**src/mbia_pkg.sv**
```systemverilog
// Package with constants, types and register map of the interrupt arbiter.
package mbia_pkg;
  localparam int unsigned REG_AW = 4;
  localparam int unsigned LVL_W  = 3;
  localparam int unsigned NUM_VI = 8;
  localparam int unsigned EVT_W  = 4;

  localparam logic [REG_AW-1:0] OFS_CFG      = 4'h0;
  localparam logic [REG_AW-1:0] OFS_STATUS   = 4'h4;
  localparam logic [REG_AW-1:0] OFS_IRQ_STAT = 4'h8;
  localparam logic [REG_AW-1:0] OFS_IRQ_CLR  = 4'hc;
  localparam logic [REG_AW-1:0] OFS_IRQ_EN   = 4'h2;

  // Arbitration mode strap patterns; any other pattern leaves the
  // arbiter disabled, which is daisy-chain-only operation.
  localparam logic [2:0] MODE_STRAP_NONE = 3'h0;
  localparam logic [2:0] MODE_STRAP_VI   = 3'h5;
  localparam logic [2:0] MODE_STRAP_ADDR = 3'h3;

  localparam logic [7:0] CODE_RESET  = 8'h00;
  localparam logic [7:0] CFG_RESET   = 8'h00;
  localparam logic [EVT_W-1:0] EVT_RESET = 4'h0;

  localparam int unsigned EVT_GRANT   = 0;
  localparam int unsigned EVT_LOSS    = 1;
  localparam int unsigned EVT_CHAIN   = 2;
  localparam int unsigned EVT_REQUEST = 3;

  typedef enum logic [1:0] {
    MBIA_MODE_CHAIN = 2'h0,
    MBIA_MODE_VI    = 2'h1,
    MBIA_MODE_ADDR  = 2'h3
  } mbia_mode_t;

  typedef enum logic [1:0] {
    MBIA_ST_IDLE  = 2'h0,
    MBIA_ST_DRIVE = 2'h1,
    MBIA_ST_HOLD  = 2'h2,
    MBIA_ST_DONE  = 2'h3
  } mbia_state_t;

  typedef struct packed {
    logic [2:0] mode_strap;
    logic [2:0] prio_strap;
    logic       main_line_drive_strap;
    logic       vic_present;
  } mbia_straps_t;

  typedef struct packed {
    logic             inta;
    logic [LVL_W-1:0] addr_level;
    logic [7:0]       code;
  } mbia_ack_t;

  typedef struct packed {
    logic [REG_AW-1:0] addr;
    logic [7:0]        wdata;
    logic              wr;
    logic              rd;
  } mbia_bus_t;

  // Priority number is the complement of the vector line index.
  function automatic logic [LVL_W-1:0] line_to_prio(input logic [LVL_W-1:0] line);
    return ~line;
  endfunction
endpackage

```
**src/mbia_arbiter.sv**
```systemverilog
// Interrupt line drive and board arbitration for the acknowledge cycle.
//
// Contract
// - Sole board or chain without controller: request on main line only.
// - Vector arbitration without controller: drive main line and own vector line.
// - With a vector controller: main line released, own vector line only.
// - Chain: assert disable downstream until own request serviced.
// - Chain port has a disable input from above and output below.
// - Chain only: vector comparison defeated, mode straps unset.
// - Vector mode: watch all eight lines, answer when top line matches.
// - Each board drives exactly one distinct vector line, eight boards maximum.
// - Priority straps hold line index; priority number is its complement.
// - Address mode: answer only when address level matches own priority.
// - Mode strap selects exactly one comparison, each a fixed pattern.
// - Code buffer drives data in acknowledge only when mode condition holds.
// - Disabled arbiter setting supports chain-only operation.
//
// The strobed register port and the register offsets were decided locally.
`timescale 1ns/1ps
module mbia_arbiter (
  input  wire logic                         clk,
  input  wire logic                         nrst,
  input  wire mbia_pkg::mbia_straps_t       straps,
  input  wire logic                         req,
  input  wire mbia_pkg::mbia_ack_t          ack,
  input  wire logic [mbia_pkg::NUM_VI-1:0]  vi_in,
  input  wire logic                         chain_dis_in,
  input  wire mbia_pkg::mbia_bus_t          bus,
  output logic      [7:0]                   rdata,
  output logic                              main_int_out,
  output logic                              main_int_oe,
  output logic      [mbia_pkg::NUM_VI-1:0]  vi_out,
  output logic      [mbia_pkg::NUM_VI-1:0]  vi_oe,
  output logic                              chain_dis_out,
  output logic      [7:0]                   data_out,
  output logic                              data_oe,
  output logic                              irq
);
  import mbia_pkg::*;

  // Pin inputs except the acknowledge code are synchronised; straps are static jumpers caught once after reset.
  localparam int unsigned SW = 1 + LVL_W + NUM_VI + 1;
  logic [SW-1:0] sync_in;
  logic [SW-1:0] sync_out;
  assign sync_in = {ack.inta, ack.addr_level, vi_in, chain_dis_in};

  mbia_sync #(.W(SW)) u_sync (
    .clk  (clk),
    .nrst (nrst),
    .din  (sync_in),
    .dout (sync_out)
  );

  logic             inta_s;
  logic [LVL_W-1:0] addr_lvl_s;
  logic [NUM_VI-1:0] vi_s;
  logic             chain_dis_s;
  assign {inta_s, addr_lvl_s, vi_s, chain_dis_s} = sync_out;

  // Straps are caught by a clocked process after reset release.
  mbia_straps_t straps_reg;
  logic         straps_valid_reg;
  logic [7:0]   cfg_reg;

  always_ff @(posedge clk) begin
    if (!nrst) begin
      straps_reg       <= '0;
      straps_valid_reg <= 1'b0;
    end else if (!straps_valid_reg) begin
      straps_reg       <= straps;
      straps_valid_reg <= 1'b1;
    end
  end

  // Decoded mode; an unset mode strap disables comparison.
  mbia_mode_t mode;
  always_comb begin
    if (straps_reg.mode_strap == MODE_STRAP_VI) begin
      mode = MBIA_MODE_VI;
    end else if (straps_reg.mode_strap == MODE_STRAP_ADDR) begin
      mode = MBIA_MODE_ADDR;
    end else begin
      mode = MBIA_MODE_CHAIN;
    end
  end

  // Software may disable the arbiter through bit 0 of the configuration register.
  logic             sw_dis;
  assign sw_dis = cfg_reg[0];

  logic [LVL_W-1:0] own_line;
  logic [LVL_W-1:0] own_prio;
  assign own_line = straps_reg.prio_strap;
  assign own_prio = line_to_prio(own_line);

  logic [LVL_W-1:0] enc_prio;
  logic             enc_any;
  mbia_prio_enc u_enc (
    .vi_active (vi_s),
    .prio      (enc_prio),
    .any       (enc_any)
  );

  // Request pending until a winning acknowledge services it.
  logic pending_reg;
  logic serviced;

  // Win condition for the active mode.
  logic vi_match;
  logic addr_match;
  logic win;
  assign vi_match   = enc_any && (enc_prio == own_prio);
  assign addr_match = addr_lvl_s == own_prio;
  always_comb begin
    case (mode)
      MBIA_MODE_VI:   win = vi_match;
      MBIA_MODE_ADDR: win = addr_match;
      default:        win = 1'b1;
    endcase
    win = win && !chain_dis_s && pending_reg && straps_valid_reg && !sw_dis;
  end

  // Acknowledge cycle state machine; the decision is frozen for the cycle.
  // A losing board waits in HOLD until the acknowledge ends.
  mbia_state_t state_reg;
  mbia_state_t state_next;
  always_comb begin
    state_next = state_reg;
    case (state_reg)
      MBIA_ST_IDLE:  if (inta_s) state_next = win ? MBIA_ST_DRIVE : MBIA_ST_HOLD;
      MBIA_ST_DRIVE: if (!inta_s) state_next = MBIA_ST_DONE;
      MBIA_ST_HOLD:  if (!inta_s) state_next = MBIA_ST_IDLE;
      MBIA_ST_DONE:  state_next = MBIA_ST_IDLE;
      default:       state_next = MBIA_ST_IDLE;
    endcase
  end

  always_ff @(posedge clk) begin
    if (!nrst) begin
      state_reg <= MBIA_ST_IDLE;
    end else begin
      state_reg <= state_next;
    end
  end

  // Service is the fall of the acknowledge after a winning entry.
  assign serviced = (state_reg == MBIA_ST_DRIVE) && !inta_s;

  // A new request beats the service clear.
  always_ff @(posedge clk) begin
    if (!nrst) begin
      pending_reg <= 1'b0;
    end else if (req) begin
      pending_reg <= 1'b1;
    end else if (serviced) begin
      pending_reg <= 1'b0;
    end
  end

  // Code buffer: latched at the winning entry, released otherwise.
  always_ff @(posedge clk) begin
    if (!nrst) begin
      data_out <= CODE_RESET;
      data_oe  <= 1'b0;
    end else if (state_reg == MBIA_ST_IDLE && inta_s && win) begin
      data_out <= ack.code;
      data_oe  <= 1'b1;
    end else if (state_next != MBIA_ST_DRIVE) begin
      data_oe  <= 1'b0;
    end
  end

  // Interrupt lines are open-collector: an enable high pulls the line active.
  logic act;
  logic vi_use;
  assign act    = pending_reg && straps_valid_reg && !sw_dis;
  assign vi_use = (mode == MBIA_MODE_VI) || straps_reg.vic_present;

  // Main line only when no vector controller and the main strap is fitted.
  always_ff @(posedge clk) begin
    if (!nrst) begin
      main_int_out <= 1'b0;
      main_int_oe  <= 1'b0;
    end else begin
      main_int_out <= 1'b0;
      main_int_oe  <= act && straps_reg.main_line_drive_strap
                      && !straps_reg.vic_present;
    end
  end

  // Only the strapped vector line is ever enabled.
  always_ff @(posedge clk) begin
    if (!nrst) begin
      vi_out <= '0;
      vi_oe  <= '0;
    end else begin
      vi_out <= '0;
      for (int i = 0; i < NUM_VI; i++) begin
        vi_oe[i] <= act && vi_use && (own_line == LVL_W'(i));
      end
    end
  end

  // The disable passes downstream while upstream disables us or we are pending and not disabled by software.
  always_ff @(posedge clk) begin
    if (!nrst) begin
      chain_dis_out <= 1'b0;
    end else begin
      chain_dis_out <= chain_dis_s || act;
    end
  end

  // One write strobe decode, shared by every write target.
  function automatic logic wr_hit(input mbia_bus_t b, input logic [REG_AW-1:0] ofs);
    return b.wr && (b.addr == ofs);
  endfunction

  // Event status, enable and clear; a new event beats a clear.
  logic [EVT_W-1:0] evt;
  logic [EVT_W-1:0] stat_reg;
  logic [EVT_W-1:0] en_reg;
  logic [EVT_W-1:0] clr;
  logic             req_d_reg;

  always_ff @(posedge clk) begin
    if (!nrst) begin
      req_d_reg <= 1'b0;
    end else begin
      req_d_reg <= act;
    end
  end

  // Event sources, each a one-cycle or level condition.
  always_comb begin
    evt              = '0;
    evt[EVT_GRANT]   = state_reg == MBIA_ST_IDLE && inta_s && win;
    evt[EVT_LOSS]    = state_reg == MBIA_ST_IDLE && inta_s && !win && pending_reg;
    evt[EVT_CHAIN]   = chain_dis_s && pending_reg;
    evt[EVT_REQUEST] = act && !req_d_reg;
  end

  assign clr = wr_hit(bus, OFS_IRQ_CLR) ? bus.wdata[EVT_W-1:0] : '0;

  // An event in the same cycle as its clear leaves the bit set.
  always_ff @(posedge clk) begin
    if (!nrst) begin
      stat_reg <= EVT_RESET;
    end else begin
      stat_reg <= (stat_reg & ~clr) | evt;
    end
  end

  // The interrupt follows the next status value, so it lines up with stat_reg.
  always_ff @(posedge clk) begin
    if (!nrst) begin
      irq <= 1'b0;
    end else begin
      irq <= |(((stat_reg & ~clr) | evt) & en_reg);
    end
  end

  // Configuration register: bit 0 lets software silence the card.
  always_ff @(posedge clk) begin
    if (!nrst) begin
      cfg_reg <= CFG_RESET;
    end else if (wr_hit(bus, OFS_CFG)) begin
      cfg_reg <= bus.wdata;
    end
  end

  // Interrupt enable register, same layout as the status register.
  always_ff @(posedge clk) begin
    if (!nrst) begin
      en_reg <= EVT_RESET;
    end else if (wr_hit(bus, OFS_IRQ_EN)) begin
      en_reg <= bus.wdata[EVT_W-1:0];
    end
  end

  // Register reads: data in the cycle after the strobe, zero otherwise.
  always_ff @(posedge clk) begin
    if (!nrst) begin
      rdata <= '0;
    end else if (bus.rd) begin
      if (bus.addr == OFS_CFG) begin
        rdata <= cfg_reg;
      end else if (bus.addr == OFS_STATUS) begin
        rdata <= {pending_reg, win, mode, own_prio, data_oe};
      end else if (bus.addr == OFS_IRQ_STAT) begin
        rdata <= 8'(stat_reg);
      end else if (bus.addr == OFS_IRQ_EN) begin
        rdata <= 8'(en_reg);
      end else begin
        rdata <= '0;
      end
    end else begin
      rdata <= '0;
    end
  end
endmodule // mbia_arbiter

```
**src/mbia_prio_enc.sv**
```systemverilog
// Vector-line priority encoder: line 0 wins and yields priority number 7.
`timescale 1ns/1ps
module mbia_prio_enc (
  input  wire logic [mbia_pkg::NUM_VI-1:0] vi_active,
  output logic      [mbia_pkg::LVL_W-1:0]  prio,
  output logic                             any
);
  import mbia_pkg::*;

  always_comb begin
    prio = '0;
    any  = 1'b0;
    for (int i = NUM_VI - 1; i >= 0; i--) begin
      if (vi_active[i]) begin
        prio = line_to_prio(LVL_W'(i));
        any  = 1'b1;
      end
    end
  end
endmodule // mbia_prio_enc

```
**src/mbia_sync.sv**
```systemverilog
// Three-stage pin synchroniser; a change is taken once stages two and three agree.
`timescale 1ns/1ps
module mbia_sync #(
  parameter int unsigned W = 1
) (
  input  wire logic         clk,
  input  wire logic         nrst,
  input  wire logic [W-1:0] din,
  output logic      [W-1:0] dout
);
  logic [W-1:0] s1_reg;
  logic [W-1:0] s2_reg;
  logic [W-1:0] s3_reg;

  always_ff @(posedge clk) begin
    if (!nrst) begin
      s1_reg <= '0;
      s2_reg <= '0;
      s3_reg <= '0;
    end else begin
      s1_reg <= din;
      s2_reg <= s1_reg;
      s3_reg <= s2_reg;
    end
  end

  always_ff @(posedge clk) begin
    if (!nrst) begin
      dout <= '0;
    end else begin
      for (int i = 0; i < W; i++) begin
        if (s2_reg[i] == s3_reg[i]) begin
          dout[i] <= s3_reg[i];
        end
      end
    end
  end
endmodule // mbia_sync

```
**config.mk**
```make
export PLATFORM = sky130hd
export DESIGN_NAME = mbia_arbiter
export DESIGN_NICKNAME = d
export VERILOG_FILES = /design/src/mbia_pkg.sv /design/src/mbia_arbiter.sv /design/src/mbia_prio_enc.sv /design/src/mbia_sync.sv
export SDC_FILE = /design/constraint.sdc
export NUM_CORES = 1
export LEC_CHECK = 0
export ABC_AREA = 1
export BUFFER_PORTS_ARGS = -buffer_cell sky130_fd_sc_hd__buf_2
export CAP_MARGIN = 20
export CORE_MARGIN = 3
export CORE_UTILIZATION = 40
export CTS_CLUSTER_DIAMETER = 120
export CTS_CLUSTER_SIZE = 12
export DETAILED_ROUTE_END_ITERATION = 12
export PLACE_DENSITY = 0.7
export SYNTH_ARGS = -nofsm -noshare
export SYNTH_HDL_FRONTEND = slang
export SYNTH_SLANG_ARGS = --single-unit
```
**constraint.sdc**
```tcl
create_clock -name clk -period 1.73 [get_ports clk]
set_input_delay 0.173 -clock clk [delete_from_list [all_inputs] [get_ports clk]]
set_output_delay 0.173 -clock clk [all_outputs]
set_load 0.02 [all_outputs]
```
# Yosys cells after proc, flatten, opt, wreduce, memory -nomap -nowiden
# Index checks and enable logic that the tools add are counted.
# Widths: inputs -> output; s select.
op_classes:
  add_sub_neg: 0
  n_mul: 0
  div: 0
  n_lt_le_gt_ge: 0
  n_eq_ne: 34
  shifts: 0
  mux: 33
  bitwise_logic: 5
  n_reduce_logical: 43
ops:
  columns: ["op", "n"]
  rows:
  - ["$logic_and 1x1->1", 28]
  - ["$mux 2", 8]
  - ["$mux 8", 2]
  - ["$eq 3x3->1 const B", 5]
  - ["$mux 1", 14]
  - ["$eq 1x1->1", 13]
  - ["$mux 3", 4]
  - ["$mux 4", 3]
  - ["$eq 3x2->1 const B", 3]
  - ["$and 4x4->4", 2]
  - ["$eq 4x4->1 const B", 2]
  - ["$pmux 2 s4", 1]
  - ["$eq 2x2->1 const B", 3]
  - ["$eq 3x3->1", 2]
  - ["$logic_not 1->1", 6]
  - ["$eq 2x1->1 const B", 2]
  - ["$eq 4x2->1 const B", 1]
  - ["$eq 4x3->1 const B", 1]
  - ["$logic_not 4->1", 1]
  - ["$not 4->4", 1]
  - ["$or 4x4->4", 1]
  - ["$reduce_bool 2->1", 2]
  - ["$reduce_or 4->1", 1]
  - ["$eq 3x1->1 const B", 1]
  - ["7 further kinds", 8]
totals:
  register_bits: 109
  latch_bits: 0
  mem_bits_rw: 0
  romBits: 0
  in_bits: 46
  output_inout_bits: 37
  elab_cells: 149
  n_memories: 0

# Longest topological paths before layout
depth:
  ltp_word: 20
  mapped_depth: 16
  ltp_nobuf: 16

# Hierarchy
# Synthesis repeated with hierarchy kept, for this count alone.
unflattened:
  hier_cells: 502
  hier_area_um2: 4082.7
by_module_without_submodules:
  columns: ["module", "n_inst", "cells_per_inst", "area_each_um2", "seq_area_each_um2"]
  rows:
  - ["mbia_arbiter", 1, 307, 2353.5, 1141.1]
  - ["mbia_sync", 1, 175, 1651.6, 1041.0]
  - ["mbia_prio_enc", 1, 20, 77.6, 0.0]

# Worst setup path before layout
# No wires, ideal clock.
synth_timing:
  kind: "reg-to-reg"
  start: "register u_sync.dout[3]"
  end: "register data_out[2]"
  setup_ns: 0.136
  arrival_time_ns: 1.248
  t_required_ns: 1.594
  slack_ns: 0.345
  stages_incl_launch_ff: 12
  n_path_buf: 1
  period_less_slack_ns: 1.385
  cell_sequence: "dfxtp_1 nor2_1 nand2_1 nand3_1 nand3_1 nor2_1 nand3_1 nand2_2 nand3_2 buf_6 nand2_2 a21oi_2"
synth_between:
  elab_chain_cells: 11
  word_cells_on_any_way: 14
  classes_between: "eq/ne (1); mux (7); reduce/logical (6)"
synth_rtl:
  columns: ["element", "line", "source"]
  rows:
  - ["start: declaration", "mbia_sync.sv:9", "output logic [W-1:0] dout"]
  - ["start signal: indexed assignment", "mbia_sync.sv:33", "dout[i] <= s3_reg[i];"]
  - ["$mux 3 (3 in series)", "mbia_prio_enc.sv:14", "if (vi_active[i]) begin"]
  - ["$eq 3x3->1", "mbia_arbiter.sv:112", "assign vi_match = enc_any && (enc_prio == own_prio);"]
  - ["$logic_and 1x1->1 (*)", "mbia_arbiter.sv:112", null]
  - ["$pmux 1 s2 (*)", "mbia_arbiter.sv:115", "case (mode)"]
  - ["$logic_and 1x1->1 (*) (4 in series)", "mbia_arbiter.sv:120", "win = win && !chain_dis_s && pending_reg && straps_valid_reg && !sw_dis;"]
  - ["$logic_and 1x1->1 (*)", "mbia_arbiter.sv:165", "end else if (state_reg == MBIA_ST_IDLE && inta_s && win) begin"]
  - ["end signal: assignment", "mbia_arbiter.sv:166", "data_out <= ack.code;"]
  - ["end: declaration", "mbia_arbiter.sv:35", "output logic [7:0] data_out,"]
# Mark *: on every way between the ends. The rest lies on a longest branch, timed or not.
# A chain may end at the register's enable or synchronous reset.

# Final worst setup path
layout_timing:
  start: "register straps_reg[5] (netlist name)"
  end: "register data_out[7]"
layout_between:
  elab_chain_cells: 10
  word_cells_on_any_way: 12
  classes_between: "eq/ne (4); mux (3); reduce/logical (5)"
layout_rtl:
  columns: ["element", "line", "source"]
  rows:
  - ["start: declaration", "mbia_arbiter.sv:61", "mbia_straps_t straps_reg;"]
  - ["start signal: assignment", "mbia_arbiter.sv:70", "straps_reg <= straps;"]
  - ["$eq 3x2->1", "mbia_arbiter.sv:80", "end else if (straps_reg.mode_strap == MODE_STRAP_ADDR) begin"]
  - ["$mux 2", "mbia_arbiter.sv:80", null]
  - ["$mux 2 (*)", "mbia_arbiter.sv:78", "if (straps_reg.mode_strap == MODE_STRAP_VI) begin"]
  - ["$eq 2x2->1 or $eq 2x1->1 (tied branches)", "mbia_arbiter.sv:115", null]
  - ["$pmux 1 s2 (*)", "mbia_arbiter.sv:115", null]
  - ["$logic_and 1x1->1 (*) (4 in series)", "mbia_arbiter.sv:120", null]
  - ["$logic_and 1x1->1 (*)", "mbia_arbiter.sv:165", null]
# Marks and branches as above.

==> flow_summary_export.csv <==
group,metric,value,unit
timing,rsz0062_at_grt,"true",
placed_design,numPortBuffers,73,
floorplan,die_area,0.01113,mm²
setup_path,startpoint_type,"flip-flop",
timing,setup_viol,0,
clock_network,htree_levels,3,
placed_design,place.detailed.hpwl,5664,µm
timing,post-route-min-period,1575,ps
setup_path,r2r_end,"data_out[7]$_SDFFE_PN0P_",
logic_synthesis,ys_ff_latch,109,
flow_run,max_cap_viol_count,0,
setup_path,cp-end-kind,"flip-flop",
clock_network,cts.sink_count,109,
timing,finalCritPeriodShare,91.03,%
route,first_pass_iters,5,
global_routing,grt_pass1_vias,2996,
clock_network,cts.path.max_buffers,2,
logic_synthesis,syn_inst,500,
logic_synthesis,syn_area,0.003961,mm²
pwr,vdd_drop_max,341.0,µV
route,vias,3293,
setup_path,path_class,"reg -> reg",
logic_synthesis,ys_seq_area_share,55.09,%
route,drc,0,
setup_path,cp.required,1970,ps
global_routing,grt_max_degree,59,
global_routing,gr-total-overflow,0,
route,wire_per_inst,11.12,µm
pwr,p_leak,2.299,nW
setup_path,critPathLaunch,"straps_reg[5]$_SDFFE_PN0N_",
setup_path,cp.arrival,1820,ps
global_routing,grt_usage,14.44,%
layout,fin_nets,635,
global_routing,grt_pass1_wl,13240,µm
layout,final_common_cell,"dfxtp_1",
layout,regArea,0.002183,mm²
setup_path,rr_worst_depth,10,
global_routing,antenna_found_initial,0,
setup_path,path_max_fanout,11,
global_routing,met1_usage,18.81,%
placed_design,place_inst,694,
min_path,hold_path_class,"in -> reg",
route,routed_wl,8029,µm
clock_network,cts_buffers,9,
global_routing,busiest_layer,"met2",
layout,fillers,906,
layout,antenna-diode-count,0,
pwr,p_per_area,989.9,mW/mm²
route,viasPerCell,4.561,
timing,hold_slack,13.46,ps
logic_synthesis,syn_area_per_cell,7.923,µm²
layout,area_delta_synth_final,23.25,%
floorplan,rows,35,
placed_design,gp_congestion,0.8702,
outcome,status,"finished, final reports clean",
clock_network,tritoncts,"built",
clock_network,path_clk_slew,90,ps
layout,final_cells,722,
setup_path,reg2reg_slack,160,ps
floorplan,die_w,105.5,µm
timing,hold_viol_final,0,
layout,mostFrequentLayoutCells,"108 x dfxtp_1, 100 x nand2_1, 73 x buf_2, 72 x inv_1, 50 x nor2_1",
logic_synthesis,synth_warnings,0,
logic_synthesis,synth.distinct_cells,28,
layout,multi_input_area,0.001403,mm²
floorplan,io_pins,83,
route,postRouteAntennaNets,0,
layout,drive_above_1_share,20.74,%
floorplan,core,0.009415,mm²
global_routing,grtUsageMet2,22.95,%
setup_path,endpoint,"data_out[7]$_SDFFE_PN0P_",
clock_network,clk-insertion-delay-late,370,ps
timing,max_freq,635.0,MHz
clock_network,root_buffer,"clkbuf_8",
setup_path,rr_startpoint,"straps_reg[5]$_SDFFE_PN0N_",
timing,finalMaxSlewViolations,0,
timing,final.setup_skew,9.354,ps
floorplan,die_y,105.5,µm
route,drt_iter0_markers,143,
floorplan,start_util,42.07,%
global_routing,grt_use_met3,3.429,%
## cell usage after synthesis (all sizes together)
cell / instances / area (µm²)
nand2: 109 / 431.7
a21oi: 54 / 300.3
nor2: 53 / 203.9
o21ai: 24 / 120.1
a31oi: 1 / 6.260
a41oi: 1 / 8.760
conb: 1 / 3.750
nand4: 2 / 12.51
nand3: 30 / 155.1
clkbuf: 13 / 48.80
maj3: 1 / 10.01
nor4: 2 / 12.51
dfxtp: 109 / 2182
nor3: 6 / 40.04
xnor2: 1 / 8.760
o22ai: 4 / 25.02
clkinv: 2 / 8.750
buf: 13 / 100.1
or2: 2 / 12.51
inv: 72 / 270.3
## per-layer routing
layer,up-vias,share of wire (%)
li1,1714,-
met1,1476,47
met2,93,46
met3,10,5.6
met4,0,1.5
met5,-,0
## report_power, final
part | total (W) | leakage [nW] | internal (W) | switching [W]
combinational | 0.000298 | 1.28 | 0.000119 | 0.000180
clock | 0.00193 | 0.130 | 0.00114 | 0.000791
sequential | 0.00260 | 0.889 | 0.00257 | 0.0000338
## critical path, cell delays in order (launching register included)
cell and delay [ps]:
dfxtp_1 340, inv_1 80, nor3_4 240, nand3_1 110, nor2_1 90, nand3_1 90
nand2_2 120, nand3_4 90, buf_12 170, nand2_1 60, a21oi_1 60
## timing repair
item,in CTS,in global routing
pin swaps,0,0
endpoints found under the hold margin,12,0
gates resized for setup,1,5
hold buffers,12,0
setup endpoints to repair,1,13
buffers inserted,0,1
## per-stage QoR
stage	setup slack (ps)	instance area [µm²]	TNS, ps	total power [W]	util (%)
6_report	155.1	4882	0	0.004833	51.85
5_1_grt	-36.40	4882	-162.1	0.005010	51.85
2_1_floorplan	345.4	3991	0	0.002837	-
4_1_cts	49.78	4846	0	0.004865	51.47
3_5_place_dp	-31.45	4457	-31.45	0.002935	47.34
3_3_place_gp	3.417	4457	0	0.002928	47.34
## logic make-up after synthesis
group / Yosys count / share of synthesized area, %
xor gates and xnor gates: 1 / 0.2211
AOI/OAI and AO/OA: 84 / 11.62
buffers and inverters: 100 / 10.80
adders and majority gates: 1 / 0.2527
DFF: 109 / 55.09
and+or+nand+nor: 204 / 21.92
other: 1 / 0.09467
## layout make-up
| class | instances | area share [%] |
|---|---|---|
| Tap cell | 129 | 3.306 |
| Timing Repair Buffer | 96 | 12.15 |
| Sequential cell | 109 | 44.72 |
| Multi-Input combinational cell | 299 | 28.73 |
| Clock inverter | 4 | 2.460 |
| Clock buffer | 11 | 2.896 |
| Inverter | 74 | 5.741 |
## worst min-delay path by stage
stage                     slack, ps                      endpoint  cells past startpoint     from
after CTS                         6   u_sync.s1_reg[9]$_SDFF_PN0_                      3   ack[8]
after floorplan                 200      straps_valid_reg$_DFF_P_                      0     nrst
after global routing             20   u_sync.s1_reg[9]$_SDFF_PN0_                      3   ack[8]
final                            10   u_sync.s1_reg[9]$_SDFF_PN0_                      3   ack[8]
after global placement          360  u_sync.s1_reg[11]$_SDFF_PN0_                      3  ack[10]
after detailed placement        360  u_sync.s1_reg[11]$_SDFF_PN0_                      3  ack[10]
No activity file was read; power rests on OpenSTA's default activity.
